File: src/core/flash_cmd_pkg.sv
package flash_cmd_pkg;
  // =======================================================
  // widths
  localparam int ADDR_W = 26;
  localparam int DATA_W = 16;
  localparam int PAGE_W = 5;
  localparam int COUNT_W = 6;
  localparam int TIMER_W = 4;
  localparam logic [COUNT_W-1:0] BUF_WORDS = 6'h20;

  // =======================================================
  // fixed bus addresses and codes
  localparam logic [ADDR_W-1:0] CMD_ADDR = 26'h0000555;
  localparam logic [ADDR_W-1:0] ALT_ADDR = 26'h00002AA;
  localparam logic [ADDR_W-1:0] QUERY_ADDR = 26'h0000055;
  localparam logic [7:0] UPPER_FILL = 8'h00;
  localparam logic [7:0] UNLOCK_CODE_1 = 8'hAA;
  localparam logic [7:0] UNLOCK_CODE_2 = 8'h55;
  localparam logic [7:0] CODE_RESET = 8'hF0;
  localparam logic [7:0] CODE_PROGRAM = 8'hA0;
  localparam logic [7:0] CODE_BUF_LOAD = 8'h25;
  localparam logic [7:0] CODE_BUF_CONFIRM = 8'h29;
  localparam logic [7:0] CODE_SUSPEND = 8'hB0;
  localparam logic [7:0] CODE_RESUME = 8'h30;
  localparam logic [7:0] CODE_SECURE_ENTRY = 8'h88;
  localparam logic [7:0] CODE_IDENT = 8'h90;
  localparam logic [7:0] CODE_EXIT = 8'h00;
  localparam logic [7:0] CODE_ERASE = 8'h80;
  localparam logic [7:0] CODE_CHIP = 8'h10;
  localparam logic [7:0] CODE_SECTOR = 8'h30;
  localparam logic [7:0] CODE_BYPASS = 8'h20;
  localparam logic [7:0] CODE_QUERY = 8'h98;

  // =======================================================
  // timing
  localparam int CLK_PERIOD_NS = 10;
  localparam int WE_LOW_NS = 35;
  localparam int WE_HIGH_NS = 30;
  localparam int WRITE_CYCLE_NS = 90;
  localparam int READ_ACCESS_NS = 110;
  localparam int WE_LOW_CYC = (WE_LOW_NS + CLK_PERIOD_NS - 1) / CLK_PERIOD_NS;
  localparam int WE_HIGH_MIN = (WE_HIGH_NS + CLK_PERIOD_NS - 1) / CLK_PERIOD_NS;
  localparam int WE_CYCLE_CYC = (WRITE_CYCLE_NS + CLK_PERIOD_NS - 1) / CLK_PERIOD_NS;
  localparam int WE_HIGH_CYC = (WE_CYCLE_CYC - WE_LOW_CYC > WE_HIGH_MIN) ? WE_CYCLE_CYC - WE_LOW_CYC : WE_HIGH_MIN;
  localparam int READ_WAIT_CYC = (READ_ACCESS_NS + CLK_PERIOD_NS - 1) / CLK_PERIOD_NS;

  // =======================================================
  // types
  typedef enum logic [4:0] {
    OP_READ, OP_RESET, OP_PROGRAM, OP_BUF_LOAD, OP_BUF_WORD, OP_BUF_CONFIRM, OP_ABORT_RESET,
    OP_SUSPEND, OP_RESUME, OP_SECURE_ENTRY, OP_SECURE_EXIT, OP_IDENT_ENTRY, OP_CHIP_ERASE,
    OP_SECTOR_ERASE, OP_BYP_ENTER, OP_BYP_PROGRAM, OP_BYP_SECTOR_ERASE, OP_BYP_CHIP_ERASE,
    OP_BYP_RESET, OP_QUERY
  } op_t;
  typedef enum logic [1:0] {ASEL_CMD, ASEL_ALT, ASEL_QUERY, ASEL_USER} asel_t;
  typedef enum logic [1:0] {DSEL_CODE, DSEL_DATA, DSEL_COUNT} dsel_t;
  typedef struct packed {
    logic last;
    dsel_t dsel;
    asel_t asel;
    logic [7:0] code;
  } step_t;
  typedef enum logic [2:0] {ST_IDLE, ST_PRESENT, ST_SETUP, ST_WE_LOW, ST_WE_HIGH, ST_READ} state_t;
endpackage

File: src/core/flash_cmd_host.sv
// Notes on behaviour
// - operations start only from defined address/data write sequences, mostly two unlock writes first.
// - the host issues only valid values in the defined order.
// - after a wrong sequence the host writes F0 anywhere to return to array read.
// - single program is unlock, unlock, A0 at 555, then data at its location.
// - buffer load is unlock, unlock, 25, count, slot pairs; 29 confirms.
// - the written word count equals loaded locations minus one.
// - every buffer slot lies in the same write buffer page.
module flash_cmd_host (
  input logic clk_in,
  input logic rst_n_in,
  input logic cmd_valid_in,
  input flash_cmd_pkg::op_t cmd_op_in,
  input logic [flash_cmd_pkg::ADDR_W-1:0] cmd_addr_in,
  input logic [flash_cmd_pkg::DATA_W-1:0] cmd_data_in,
  input logic [flash_cmd_pkg::COUNT_W-1:0] cmd_count_in,
  output logic cmd_ready_out,
  output logic done_out,
  output logic refused_out,
  output logic bypass_out,
  output logic [flash_cmd_pkg::DATA_W-1:0] read_data_out,
  output logic [flash_cmd_pkg::ADDR_W-1:0] flash_addr_out,
  input logic [flash_cmd_pkg::DATA_W-1:0] flash_dq_in,
  output logic [flash_cmd_pkg::DATA_W-1:0] flash_dq_out,
  output logic flash_dq_oe_n_out,
  output logic flash_ce_n_out,
  output logic flash_we_n_out,
  output logic flash_oe_n_out
);
  localparam int AW = flash_cmd_pkg::ADDR_W;
  localparam int DW = flash_cmd_pkg::DATA_W;
  localparam int PW = flash_cmd_pkg::PAGE_W;

  // =======================================================
  // sequence table: one bus write per step
  function automatic logic is_unlocked(input flash_cmd_pkg::op_t op);
    is_unlocked = op inside {flash_cmd_pkg::OP_PROGRAM, flash_cmd_pkg::OP_BUF_LOAD,
      flash_cmd_pkg::OP_ABORT_RESET, flash_cmd_pkg::OP_SECURE_ENTRY, flash_cmd_pkg::OP_SECURE_EXIT,
      flash_cmd_pkg::OP_IDENT_ENTRY, flash_cmd_pkg::OP_CHIP_ERASE, flash_cmd_pkg::OP_SECTOR_ERASE,
      flash_cmd_pkg::OP_BYP_ENTER};
  endfunction

  function automatic flash_cmd_pkg::step_t step_of(input flash_cmd_pkg::op_t op, input logic [2:0] idx);
    flash_cmd_pkg::step_t s;
    logic six;
    s = '{1'b1, flash_cmd_pkg::DSEL_CODE, flash_cmd_pkg::ASEL_USER, flash_cmd_pkg::CODE_RESET};
    six = (op == flash_cmd_pkg::OP_CHIP_ERASE) || (op == flash_cmd_pkg::OP_SECTOR_ERASE);
    if (is_unlocked(op) && (idx == 3'h0 || (six && idx == 3'h3))) begin
      s = '{1'b0, flash_cmd_pkg::DSEL_CODE, flash_cmd_pkg::ASEL_CMD, flash_cmd_pkg::UNLOCK_CODE_1};
    end else if (is_unlocked(op) && (idx == 3'h1 || (six && idx == 3'h4))) begin
      s = '{1'b0, flash_cmd_pkg::DSEL_CODE, flash_cmd_pkg::ASEL_ALT, flash_cmd_pkg::UNLOCK_CODE_2};
    end else begin
      unique case (op)
        flash_cmd_pkg::OP_RESET: s.code = flash_cmd_pkg::CODE_RESET;
        flash_cmd_pkg::OP_PROGRAM: begin
          if (idx == 3'h2) s = '{1'b0, flash_cmd_pkg::DSEL_CODE, flash_cmd_pkg::ASEL_CMD, flash_cmd_pkg::CODE_PROGRAM};
          else s.dsel = flash_cmd_pkg::DSEL_DATA;
        end
        flash_cmd_pkg::OP_BUF_LOAD: begin
          if (idx == 3'h2) s = '{1'b0, flash_cmd_pkg::DSEL_CODE, flash_cmd_pkg::ASEL_USER, flash_cmd_pkg::CODE_BUF_LOAD};
          else s.dsel = flash_cmd_pkg::DSEL_COUNT;
        end
        flash_cmd_pkg::OP_BUF_WORD: s.dsel = flash_cmd_pkg::DSEL_DATA;
        flash_cmd_pkg::OP_BUF_CONFIRM: s.code = flash_cmd_pkg::CODE_BUF_CONFIRM;
        flash_cmd_pkg::OP_ABORT_RESET: s = '{1'b1, flash_cmd_pkg::DSEL_CODE, flash_cmd_pkg::ASEL_CMD, flash_cmd_pkg::CODE_RESET};
        flash_cmd_pkg::OP_SUSPEND: s.code = flash_cmd_pkg::CODE_SUSPEND;
        flash_cmd_pkg::OP_RESUME: s.code = flash_cmd_pkg::CODE_RESUME;
        flash_cmd_pkg::OP_SECURE_ENTRY: s = '{1'b1, flash_cmd_pkg::DSEL_CODE, flash_cmd_pkg::ASEL_CMD, flash_cmd_pkg::CODE_SECURE_ENTRY};
        flash_cmd_pkg::OP_SECURE_EXIT: begin
          if (idx == 3'h2) s = '{1'b0, flash_cmd_pkg::DSEL_CODE, flash_cmd_pkg::ASEL_CMD, flash_cmd_pkg::CODE_IDENT};
          else s.code = flash_cmd_pkg::CODE_EXIT;
        end
        flash_cmd_pkg::OP_IDENT_ENTRY: s = '{1'b1, flash_cmd_pkg::DSEL_CODE, flash_cmd_pkg::ASEL_CMD, flash_cmd_pkg::CODE_IDENT};
        flash_cmd_pkg::OP_CHIP_ERASE, flash_cmd_pkg::OP_SECTOR_ERASE: begin
          if (idx == 3'h2) s = '{1'b0, flash_cmd_pkg::DSEL_CODE, flash_cmd_pkg::ASEL_CMD, flash_cmd_pkg::CODE_ERASE};
          else if (op == flash_cmd_pkg::OP_CHIP_ERASE) s = '{1'b1, flash_cmd_pkg::DSEL_CODE, flash_cmd_pkg::ASEL_CMD, flash_cmd_pkg::CODE_CHIP};
          else s.code = flash_cmd_pkg::CODE_SECTOR;
        end
        flash_cmd_pkg::OP_BYP_ENTER: s = '{1'b1, flash_cmd_pkg::DSEL_CODE, flash_cmd_pkg::ASEL_CMD, flash_cmd_pkg::CODE_BYPASS};
        flash_cmd_pkg::OP_BYP_PROGRAM: begin
          if (idx == 3'h0) s = '{1'b0, flash_cmd_pkg::DSEL_CODE, flash_cmd_pkg::ASEL_USER, flash_cmd_pkg::CODE_PROGRAM};
          else s.dsel = flash_cmd_pkg::DSEL_DATA;
        end
        flash_cmd_pkg::OP_BYP_SECTOR_ERASE, flash_cmd_pkg::OP_BYP_CHIP_ERASE: begin
          s.last = (idx != 3'h0);
          if (idx == 3'h0) s.code = flash_cmd_pkg::CODE_ERASE;
          else if (op == flash_cmd_pkg::OP_BYP_CHIP_ERASE) s.code = flash_cmd_pkg::CODE_CHIP;
          else s.code = flash_cmd_pkg::CODE_SECTOR;
        end
        flash_cmd_pkg::OP_BYP_RESET: begin
          s.last = (idx != 3'h0);
          s.code = (idx == 3'h0) ? flash_cmd_pkg::CODE_IDENT : flash_cmd_pkg::CODE_EXIT;
        end
        flash_cmd_pkg::OP_QUERY: s = '{1'b1, flash_cmd_pkg::DSEL_CODE, flash_cmd_pkg::ASEL_QUERY, flash_cmd_pkg::CODE_QUERY};
        default: s.code = flash_cmd_pkg::CODE_RESET;
      endcase
    end
    step_of = s;
  endfunction

  // =======================================================
  // data pin synchroniser
  logic [DW-1:0] dq_s1, dq_s2, dq_s3;
  logic [DW-1:0] next_dq_s1, next_dq_s2, next_dq_s3;

  always_comb begin
    next_dq_s1 = flash_dq_in;
    next_dq_s2 = dq_s1;
    next_dq_s3 = dq_s2;
  end

  always_ff @(posedge clk_in) begin
    dq_s1 <= next_dq_s1;
    dq_s2 <= next_dq_s2;
    dq_s3 <= next_dq_s3;
  end

  // =======================================================
  // sequencer
  flash_cmd_pkg::state_t state, next_state;
  flash_cmd_pkg::op_t op, next_op;
  logic [2:0] idx, next_idx;
  logic [flash_cmd_pkg::TIMER_W-1:0] timer, next_timer;
  logic [AW-1:0] addr, next_addr;
  logic [DW-1:0] data, next_data;
  logic [flash_cmd_pkg::COUNT_W-1:0] buf_left, next_buf_left, word_count, next_word_count;
  logic [AW-PW-1:0] buf_page, next_buf_page;
  logic buf_open, next_buf_open, buf_first, next_buf_first, bypass, next_bypass;
  logic next_ready, next_done, next_refused, next_dq_oe_n, next_ce_n, next_we_n, next_oe_n;
  logic [DW-1:0] next_read_data, next_dq;
  logic [AW-1:0] next_flash_addr;
  flash_cmd_pkg::step_t st;
  logic take, refuse, byp_op;

  always_comb begin
    st = step_of(op, idx);
    take = cmd_valid_in && cmd_ready_out;
    byp_op = cmd_op_in inside {flash_cmd_pkg::OP_BYP_PROGRAM, flash_cmd_pkg::OP_BYP_SECTOR_ERASE,
      flash_cmd_pkg::OP_BYP_CHIP_ERASE, flash_cmd_pkg::OP_BYP_RESET};
    refuse = (byp_op && !bypass)
      || (cmd_op_in == flash_cmd_pkg::OP_BUF_WORD && (!buf_open || buf_left == '0
          || (!buf_first && cmd_addr_in[AW-1:PW] != buf_page)))
      || (cmd_op_in == flash_cmd_pkg::OP_BUF_CONFIRM && !(buf_open && buf_left == '0))
      || (cmd_op_in == flash_cmd_pkg::OP_BUF_LOAD
          && (cmd_count_in == '0 || cmd_count_in > flash_cmd_pkg::BUF_WORDS));
    next_state = state;
    next_op = op;
    next_idx = idx;
    next_timer = timer;
    next_addr = addr;
    next_data = data;
    next_buf_left = buf_left;
    next_word_count = word_count;
    next_buf_page = buf_page;
    next_buf_open = buf_open;
    next_buf_first = buf_first;
    next_bypass = bypass;
    next_ready = cmd_ready_out;
    next_done = 1'b0;
    next_refused = 1'b0;
    next_read_data = read_data_out;
    next_flash_addr = flash_addr_out;
    next_dq = flash_dq_out;
    next_dq_oe_n = flash_dq_oe_n_out;
    next_ce_n = flash_ce_n_out;
    next_we_n = flash_we_n_out;
    next_oe_n = flash_oe_n_out;
    unique case (state)
      flash_cmd_pkg::ST_IDLE: begin
        if (take && refuse) begin
          next_refused = 1'b1;
        end else if (take) begin
          next_ready = 1'b0;
          next_op = cmd_op_in;
          next_idx = 3'h0;
          next_addr = cmd_addr_in;
          next_data = cmd_data_in;
          unique case (cmd_op_in)
            flash_cmd_pkg::OP_BUF_LOAD: begin
              next_buf_open = 1'b1;
              next_buf_first = 1'b1;
              next_buf_left = cmd_count_in;
              next_word_count = cmd_count_in - 6'h01;
            end
            flash_cmd_pkg::OP_BUF_WORD: begin
              next_buf_left = buf_left - 6'h01;
              next_buf_first = 1'b0;
              next_buf_page = cmd_addr_in[AW-1:PW];
            end
            flash_cmd_pkg::OP_BUF_CONFIRM, flash_cmd_pkg::OP_RESET, flash_cmd_pkg::OP_ABORT_RESET: begin
              next_buf_open = 1'b0;
            end
            flash_cmd_pkg::OP_BYP_ENTER: next_bypass = 1'b1;
            flash_cmd_pkg::OP_BYP_RESET: next_bypass = 1'b0;
            default: next_buf_open = buf_open;
          endcase
          if (cmd_op_in == flash_cmd_pkg::OP_READ) begin
            next_flash_addr = cmd_addr_in;
            next_ce_n = 1'b0;
            next_oe_n = 1'b0;
            next_timer = flash_cmd_pkg::TIMER_W'(flash_cmd_pkg::READ_WAIT_CYC - 1);
            next_state = flash_cmd_pkg::ST_READ;
          end else begin
            next_state = flash_cmd_pkg::ST_PRESENT;
          end
        end
      end
      flash_cmd_pkg::ST_PRESENT: begin
        unique case (st.asel)
          flash_cmd_pkg::ASEL_CMD: next_flash_addr = flash_cmd_pkg::CMD_ADDR;
          flash_cmd_pkg::ASEL_ALT: next_flash_addr = flash_cmd_pkg::ALT_ADDR;
          flash_cmd_pkg::ASEL_QUERY: next_flash_addr = flash_cmd_pkg::QUERY_ADDR;
          flash_cmd_pkg::ASEL_USER: next_flash_addr = addr;
        endcase
        unique case (st.dsel)
          flash_cmd_pkg::DSEL_DATA: next_dq = data;
          flash_cmd_pkg::DSEL_COUNT: next_dq = {{(DW - flash_cmd_pkg::COUNT_W){1'b0}}, word_count};
          default: next_dq = {flash_cmd_pkg::UPPER_FILL, st.code};
        endcase
        next_dq_oe_n = 1'b0;
        next_ce_n = 1'b0;
        next_state = flash_cmd_pkg::ST_SETUP;
      end
      flash_cmd_pkg::ST_SETUP: begin
        next_we_n = 1'b0;
        next_timer = flash_cmd_pkg::TIMER_W'(flash_cmd_pkg::WE_LOW_CYC - 1);
        next_state = flash_cmd_pkg::ST_WE_LOW;
      end
      flash_cmd_pkg::ST_WE_LOW: begin
        next_timer = timer - 4'h1;
        if (timer == '0) begin
          next_we_n = 1'b1;
          next_timer = flash_cmd_pkg::TIMER_W'(flash_cmd_pkg::WE_HIGH_CYC - 1);
          next_state = flash_cmd_pkg::ST_WE_HIGH;
        end
      end
      flash_cmd_pkg::ST_WE_HIGH: begin
        next_timer = timer - 4'h1;
        if (timer == '0 && st.last) begin
          next_ce_n = 1'b1;
          next_dq_oe_n = 1'b1;
          next_done = 1'b1;
          next_ready = 1'b1;
          next_state = flash_cmd_pkg::ST_IDLE;
        end else if (timer == '0) begin
          next_idx = idx + 3'h1;
          next_state = flash_cmd_pkg::ST_PRESENT;
        end
      end
      flash_cmd_pkg::ST_READ: begin
        if (timer != '0) begin
          next_timer = timer - 4'h1;
        end else if (dq_s2 == dq_s3) begin
          next_read_data = dq_s3;
          next_ce_n = 1'b1;
          next_oe_n = 1'b1;
          next_done = 1'b1;
          next_ready = 1'b1;
          next_state = flash_cmd_pkg::ST_IDLE;
        end
      end
      default: next_state = flash_cmd_pkg::ST_IDLE;
    endcase
  end

  always_ff @(posedge clk_in) begin
    if (!rst_n_in) begin
      state <= flash_cmd_pkg::ST_IDLE;
      op <= flash_cmd_pkg::OP_READ;
      idx <= 3'h0;
      timer <= '0;
      addr <= '0;
      data <= '0;
      buf_left <= '0;
      word_count <= '0;
      buf_page <= '0;
      buf_open <= 1'b0;
      buf_first <= 1'b0;
      bypass <= 1'b0;
      cmd_ready_out <= 1'b1;
      done_out <= 1'b0;
      refused_out <= 1'b0;
      bypass_out <= 1'b0;
      read_data_out <= '0;
      flash_addr_out <= '0;
      flash_dq_out <= '0;
      flash_dq_oe_n_out <= 1'b1;
      flash_ce_n_out <= 1'b1;
      flash_we_n_out <= 1'b1;
      flash_oe_n_out <= 1'b1;
    end else begin
      state <= next_state;
      op <= next_op;
      idx <= next_idx;
      timer <= next_timer;
      addr <= next_addr;
      data <= next_data;
      buf_left <= next_buf_left;
      word_count <= next_word_count;
      buf_page <= next_buf_page;
      buf_open <= next_buf_open;
      buf_first <= next_buf_first;
      bypass <= next_bypass;
      cmd_ready_out <= next_ready;
      done_out <= next_done;
      refused_out <= next_refused;
      bypass_out <= next_bypass;
      read_data_out <= next_read_data;
      flash_addr_out <= next_flash_addr;
      flash_dq_out <= next_dq;
      flash_dq_oe_n_out <= next_dq_oe_n;
      flash_ce_n_out <= next_ce_n;
      flash_we_n_out <= next_we_n;
      flash_oe_n_out <= next_oe_n;
    end
  end
endmodule

File: config.mk
export PLATFORM = sky130hd
export DESIGN_NAME = flash_cmd_host
export DESIGN_NICKNAME = d
export VERILOG_FILES = /design/src/core/flash_cmd_pkg.sv /design/src/core/flash_cmd_host.sv
export SDC_FILE = /design/constraint.sdc
export NUM_CORES = 1
export LEC_CHECK = 0
export ABC_AREA = 1
export BUFFER_PORTS_ARGS = -buffer_cell sky130_fd_sc_hd__buf_4
export CAP_MARGIN = 20
export CORE_MARGIN = 1
export CORE_UTILIZATION = 50
export CTS_CLUSTER_SIZE = 20
export DETAILED_ROUTE_END_ITERATION = 6
export HOLD_SLACK_MARGIN = 0.05
export PLACE_DENSITY = 0.79
export SLEW_MARGIN = 5
export SYNTH_ARGS = -nofsm -noshare
export SYNTH_HDL_FRONTEND = slang
export SYNTH_SLANG_ARGS = --single-unit
File: constraint.sdc
create_clock -name clk_in -period 2.5 [get_ports clk_in]
set_input_delay 0.75 -clock clk_in [delete_from_list [all_inputs] [get_ports clk_in]]
set_output_delay 0.75 -clock clk_in [all_outputs]
set_load 0.03 [all_outputs]
After elaboration in Yosys (flattened, before gate mapping)
Index checks and enable logic that the tools add are counted.
Operators by class
  $add $sub $neg: 4
  eq/ne operators: 55
  reductions and logical operators: 71
  multiplexer cells: 71
  bitwise gates (word level): 2
  $lt $le $gt $ge: 1
Operators with widths (number)
  8-bit case mux with 14 select lines: 1
  26-bit case mux with 4 select lines: 1
  26-bit 2-to-1 mux: 3
  26-bit case mux with 2 select lines: 1
  5-bit by 4-bit == test with 1-bit output, second input constant: 10
  13-bit 2-to-1 mux: 3
  3-bit 2-to-1 mux: 12
  5-bit by 3-bit == test with 1-bit output, second input constant: 7
  5-bit == test, second input constant: 7
  8-bit 2-to-1 mux: 4
  16-bit case mux with 2 select lines: 1
  4-bit AND reduction: 6
  21-bit inequality test: 1
  4-bit 2-to-1 mux: 5
  2-bit inequality test, second input constant: 10
  4-bit case mux with 5 select lines: 1
  3-bit case mux with 6 select lines: 1
  6-bit AND reduction: 3
  1-bit 2-to-1 mux: 17
  16-bit == test: 1
  2-bit nonzero test: 8
  5-bit by 2-bit == test with 1-bit output, second input constant: 3
  1-bit case mux with 2 select lines: 7
  2-bit case mux with 7 select lines: 1
  42 further kinds: 90
Word-level totals
  bits of input ports: 72
  word-level logic and storage cells: 229
  register bits after elaboration: 206

Longest topological paths before layout
  depth after elaboration: 10
  depth in mapped cells: 17
  depth with buffers taken out: 17

Worst setup path after synthesis
OpenSTA, ideal clock, no wires.
  path kind: input port to flip-flop
  start point: in cmd_count_in[0] (netlist bit)
  end point: reg flash_addr_out[10] (netlist bit)
  path buffers: 1
  cell stages on the path: 13
  path slack: 235 ps
  required time: 2387 ps
  setup time: 113 ps
  arrival time: 2152 ps
  path through: inv_1 ha_1 nand3_1 nand2_1 nand3_1 o211a_1 nand3_2 nand2_1 nand2_2 clkbuf_1 nand2_1 nand2_1 nor2_1
On the way
  longest elaborated chain between the ends: 7
Ends and longest elaborated chain
  start, declared: line flash_cmd_host.sv:16  | input logic [flash_cmd_pkg::COUNT_W-1:0] cmd_count_in,
  6-bit > comparator or 6-bit zero test (tied branches): line flash_cmd_host.sv:145  | && (cmd_count_in == '0 || cmd_count_in > flash_cmd_pkg::BUF_WORDS));
  1-bit logical OR (*): line flash_cmd_host.sv:145
  1-bit logical AND (*): line flash_cmd_host.sv:145
  1-bit logical OR (*): line flash_cmd_host.sv:144  | || (cmd_op_in == flash_cmd_pkg::OP_BUF_LOAD
  1-bit logical AND (*): line flash_cmd_host.sv:170  | if (take && refuse) begin
  2-bit inequality test (no source line) (*)
  4-bit AND reduction (no source line) (*)
  end signal, assigned: line flash_cmd_host.sv:309  | flash_addr_out <= next_flash_addr;
  end, declared: line flash_cmd_host.sv:22  | output logic [flash_cmd_pkg::ADDR_W-1:0] flash_addr_out,
Every way passes the cells marked *; elsewhere a longest branch is shown, timed or not.
A chain may end at the register's enable or synchronous reset.

Final worst setup path
  start point: reg op[0]
  end point: reg flash_dq_out[7] (netlist bit)
On the way
  longest elaborated chain between the ends: 9
Ends and longest elaborated chain
  start, declared: line flash_cmd_host.sv:121  | flash_cmd_pkg::op_t op, next_op;
  start signal, assigned: line flash_cmd_host.sv:269  | op <= flash_cmd_pkg::OP_READ;
  start signal, assigned: line flash_cmd_host.sv:293  | op <= next_op;
  branches (longest 6 deep; another with 13-bit 2-to-1 mux)
  13-bit 2-to-1 mux (*): line flash_cmd_host.sv:48  | if (is_unlocked(op) && (idx == 3'h0 || (six && idx == 3'h3))) begin
  2-bit == test or 2-bit by 1-bit == test with 1-bit output (tied branches): line flash_cmd_host.sv:215  | unique case (st.dsel)
  16-bit case mux with 2 select lines (*): line flash_cmd_host.sv:215
  end signal, assigned: line flash_cmd_host.sv:310  | flash_dq_out <= next_dq;
  end, declared: line flash_cmd_host.sv:24  | output logic [flash_cmd_pkg::DATA_W-1:0] flash_dq_out,
Every way passes the cells marked *.

==> run_summary.xml <==
<?xml version="1.0" encoding="UTF-8"?>
<metrics>
  <group name="sta">
    <metric name="layout_worst_path_cycle_share" unit="%">94.5</metric>
    <metric name="final_worst_path_period_need" unit="ns">2.36</metric>
    <metric name="skew_final" unit="ns">0.0204</metric>
    <metric name="hold_ws" unit="ns">0.325</metric>
    <metric name="worst_relative_slew_slack" unit="%">67.2</metric>
    <metric name="setup_viol" unit="">0</metric>
    <metric name="setup_tns" unit="ns">0</metric>
    <metric name="max_slew_violation_count" unit="">0</metric>
    <metric name="tightest_slew" unit="ns">0.488</metric>
    <metric name="max_freq" unit="MHz">423</metric>
    <metric name="final_hold_viol_count" unit="">0</metric>
  </group>
  <group name="pwr">
    <metric name="p_int" unit="mW">7.90</metric>
    <metric name="power.ir.vdd_worst" unit="mV">0.722</metric>
    <metric name="power.share.sequential" unit="%">32.4</metric>
    <metric name="pwr_density_cell" unit="mW/mm²">1100</metric>
    <metric name="power_frac_clock" unit="%">29.6</metric>
    <metric name="p_leak" unit="nW">5.18</metric>
    <metric name="power.share.switching" unit="%">37.7</metric>
    <metric name="post-layout-total-power" unit="mW">12.7</metric>
    <metric name="share_comb_of_total_power" unit="%">38.1</metric>
    <metric name="netsw" unit="mW">4.78</metric>
  </group>
  <group name="grt">
    <metric name="number_of_global_route_vias_before_repair" unit="">8260</metric>
    <metric name="grt_start_max_net_pins" unit="">54</metric>
    <metric name="grt_util_all_layers" unit="%">25.3</metric>
    <metric name="grt_antenna_before_repair" unit="">0</metric>
    <metric name="grt_pass1_wl" unit="µm">38200</metric>
    <metric name="gr-total-overflow" unit="">0</metric>
  </group>
  <group name="status">
    <metric name="violations" unit="">design-rule violations</metric>
    <metric name="run_status" unit="">finished, violations left</metric>
  </group>
  <group name="final_layout">
    <metric name="diodes" unit="">0</metric>
    <metric name="num-nets-final" unit="">1534</metric>
    <metric name="area_delta_synth_final" unit="%">26.4</metric>
    <metric name="final_cell_count_no_fill" unit="">1695</metric>
    <metric name="drive_gt1_share" unit="%">19.7</metric>
    <metric name="postLayoutCoreUtil" unit="%">64.4</metric>
    <metric name="num-fill-cells" unit="">1553</metric>
  </group>
  <group name="die">
    <metric name="fp.dieW" unit="µm">137</metric>
    <metric name="die_y" unit="µm">137</metric>
    <metric name="row_count" unit="">49</metric>
    <metric name="start_util" unit="%">51.0</metric>
    <metric name="core_area" unit="mm²">0.0180</metric>
    <metric name="floorplan.die_area" unit="mm²">0.0189</metric>
    <metric name="num_io_pins" unit="">138</metric>
  </group>
  <group name="cts">
    <metric name="clock_tree_from_tritoncts" unit="">built</metric>
    <metric name="tritoncts.num_buffers" unit="">23</metric>
    <metric name="h-tree-depth" unit="">1</metric>
    <metric name="cts.sink_count" unit="">206</metric>
    <metric name="clock_insertion_delay_worst_skew" unit="ns">0.52</metric>
    <metric name="clock_tree.root_cell" unit="">sky130_fd_sc_hd__clkbuf_16</metric>
    <metric name="maximum_clock_insertion_buffer_count" unit="">3</metric>
    <metric name="clk_pin_slew" unit="ns">0.06</metric>
    <metric name="cts.repair_timing.setup_buffer_count" unit="">0</metric>
  </group>
  <group name="logic_synthesis">
    <metric name="synth_area_per_cell" unit="µm²">7.06</metric>
    <metric name="syn-instance-count" unit="">1298</metric>
    <metric name="netlist_cell_types" unit="">46</metric>
    <metric name="synth-warning-count" unit="">0</metric>
    <metric name="async_flop_share" unit="%">0</metric>
    <metric name="yosys.area.top_type" unit="">sky130_fd_sc_hd__dfxtp_1</metric>
    <metric name="synth-seq-area-share" unit="%">45.0</metric>
    <metric name="synth_area_leaders" unit="">sky130_fd_sc_hd__dfxtp_1, sky130_fd_sc_hd__nand2_1, sky130_fd_sc_hd__nor2_1, sky130_fd_sc_hd__a21oi_1, sky130_fd_sc_hd__inv_1</metric>
    <metric name="ys_seq_elements" unit="">206</metric>
    <metric name="synth_top_flop_cell" unit="">sky130_fd_sc_hd__dfxtp_1</metric>
    <metric name="number_of_synthesized_flops_with_an_enable_pin" unit="">0</metric>
    <metric name="synth_top_area_share" unit="%">45.0</metric>
    <metric name="synth_most_common_cell" unit="">sky130_fd_sc_hd__nand2_1</metric>
    <metric name="synth_top_cells_by_count" unit="">sky130_fd_sc_hd__nand2_1, sky130_fd_sc_hd__dfxtp_1, sky130_fd_sc_hd__nor2_1, sky130_fd_sc_hd__inv_1, sky130_fd_sc_hd__a21oi_1</metric>
    <metric name="synth_fp_nets" unit="">1382</metric>
    <metric name="synthesis.area" unit="mm²">0.00916</metric>
  </group>
  <group name="setup_path">
    <metric name="endpoint_kind" unit="">flip-flop</metric>
    <metric name="setup.worst_path.start_class" unit="">flip-flop</metric>
    <metric name="cp_max_fo" unit="">6</metric>
    <metric name="data_arrival_at_the_endpoint_of_the_critical_path" unit="ns">2.76</metric>
    <metric name="path_class" unit="">flip-flop to flip-flop</metric>
    <metric name="required" unit="ns">2.90</metric>
  </group>
  <group name="detailed_routing">
    <metric name="routed_wire_length_per_instance" unit="µm">14.2</metric>
    <metric name="routed_wl" unit="µm">24200</metric>
    <metric name="drt-pass1-iter-count" unit="">7</metric>
    <metric name="vias" unit="">8858</metric>
    <metric name="routed_via_density" unit="">5.23</metric>
    <metric name="final_antenna_net_count" unit="">0</metric>
    <metric name="detail_route.iter0.violations" unit="">601</metric>
    <metric name="route.detailed.drc" unit="">5</metric>
  </group>
  <group name="min_path">
    <metric name="worstHoldPathType" unit="">flip-flop to flip-flop</metric>
  </group>
  <group name="placement">
    <metric name="dp.cells" unit="">1654</metric>
    <metric name="finalWeightedCongestion" unit="">0.982</metric>
    <metric name="port_buffers" unit="">137</metric>
    <metric name="place_hpwl" unit="µm">17100</metric>
  </group>
  <group name="flow_run">
    <metric name="maxCapViolCount" unit="">0</metric>
  </group>
</metrics>
## area by class of cell
type | instances | area (µm²) | share of cell area [%]
repair buffers | 180 | 1460 | 12.6
clock inverters | 12 | 210 | 1.82
clock buffers | 29 | 648 | 5.60
inverters | 143 | 537 | 4.64
flip-flops and latches | 206 | 4130 | 35.7
multi-input cells | 896 | 4300 | 37.1
well taps | 229 | 287 | 2.48
## worst max-delay path: stages (launching register included)
cell and delay [ns]:
sky130_fd_sc_hd__dfxtp_1 0.32, sky130_fd_sc_hd__buf_4 0.15, sky130_fd_sc_hd__nor2_4 0.18, sky130_fd_sc_hd__nand2_1 0.13, sky130_fd_sc_hd__nor2_1 0.16, sky130_fd_sc_hd__nor2_2 0.09
sky130_fd_sc_hd__nand3_4 0.12, sky130_fd_sc_hd__o21ai_4 0.08, sky130_fd_sc_hd__nand2_1 0.09, sky130_fd_sc_hd__inv_1 0.05, sky130_fd_sc_hd__ha_1 0.34, sky130_fd_sc_hd__buf_4 0.16
sky130_fd_sc_hd__nand2_1 0.10, sky130_fd_sc_hd__o311ai_1 0.10, sky130_fd_sc_hd__nor2_1 0.14, sky130_fd_sc_hd__nor2_1 0.05
## worst paths after layout
kind                  from               to  slack [ns]  cells after the start
setup / recovery     op[0]  flash_dq_out[7]        0.14                     15
hold / removal    dq_s1[6]         dq_s2[6]        0.32                      0
setup reg to reg     op[0]  flash_dq_out[7]        0.14                     15
hold reg to reg   dq_s1[6]         dq_s2[6]        0.32                      0
## power by group through the flow
stage,sequential (mW),combinational [mW],clock [mW]
detailed placement,4.16,4.72,0
global placement,4.14,4.65,0
finish,4.10,4.83,3.75
CTS,4.09,4.76,3.81
global route,4.15,5.30,3.93
floorplan,4.50,2.74,0
## routing by layer
metal	vias to the layer above	routed length, µm	track usage [%]
li1	4474	-	-
met2	293	11500	43.4
met4	0	786	9.83
met1	4031	10200	30.7
met3	60	1700	5.45
met5	-	0	0
## logic make-up after synthesis
logic type               Yosys count  share of synthesized area (%)
AO/OA/AOI/OAI                    240                           14.4
XOR/XNOR                          17                           1.63
adder cells (fa/ha/maj)           12                           1.64
buffers and inverters            196                           8.42
flip-flops                       206                           45.0
AND/OR/NAND/NOR                  627                           28.8
## flip-flops by register name, indices dropped and copies added, names as in the netlist, 3 cells and up
register        count
idx                 3
data               16
buf_left            6
read_data_out      16
dq_s3              16
dq_s2              16
state               3
buf_page           21
word_count          6
op                  5
dq_s1              16
addr               26
timer               4
flash_addr_out     26
flash_dq_out       16
## per-stage QoR
step	area (µm²)	setup slack, ns
floorplan	9160	0.235
global placement	10700	0.000682
detailed placement	10700	-0.0378
CTS	11500	0.0679
global route	11600	-0.00731
finish	11600	0.138
## cells in the final DEF, fill, tap and decap left out, types with 8 or more instances in the layout
| cell type | count |
|---|---|
| sky130_fd_sc_hd__nor2_2 | 11 |
| sky130_fd_sc_hd__o21ai_0 | 64 |
| sky130_fd_sc_hd__a21oi_1 | 108 |
| sky130_fd_sc_hd__nor3_1 | 19 |
| sky130_fd_sc_hd__buf_12 | 9 |
| sky130_fd_sc_hd__nand2_1 | 321 |
| sky130_fd_sc_hd__inv_2 | 22 |
| sky130_fd_sc_hd__a211oi_1 | 10 |
| sky130_fd_sc_hd__nand2_2 | 8 |
| sky130_fd_sc_hd__o21ai_1 | 20 |
| sky130_fd_sc_hd__ha_1 | 12 |
| sky130_fd_sc_hd__xor2_1 | 14 |
| sky130_fd_sc_hd__nor2_1 | 169 |
| sky130_fd_sc_hd__nand3_1 | 63 |
| sky130_fd_sc_hd__buf_4 | 171 |
| sky130_fd_sc_hd__clkbuf_16 | 23 |
| sky130_fd_sc_hd__nand4_1 | 15 |
| sky130_fd_sc_hd__inv_1 | 118 |
| sky130_fd_sc_hd__dfxtp_1 | 202 |
| sky130_fd_sc_hd__o22ai_1 | 16 |
## repair_timing
action,in CTS,in global routing
resized for setup,0,12
hold endpoints to repair,0,0
hold buffers,0,0
setup endpoints to repair,0,8
Power figures use the tool's default switching activity.
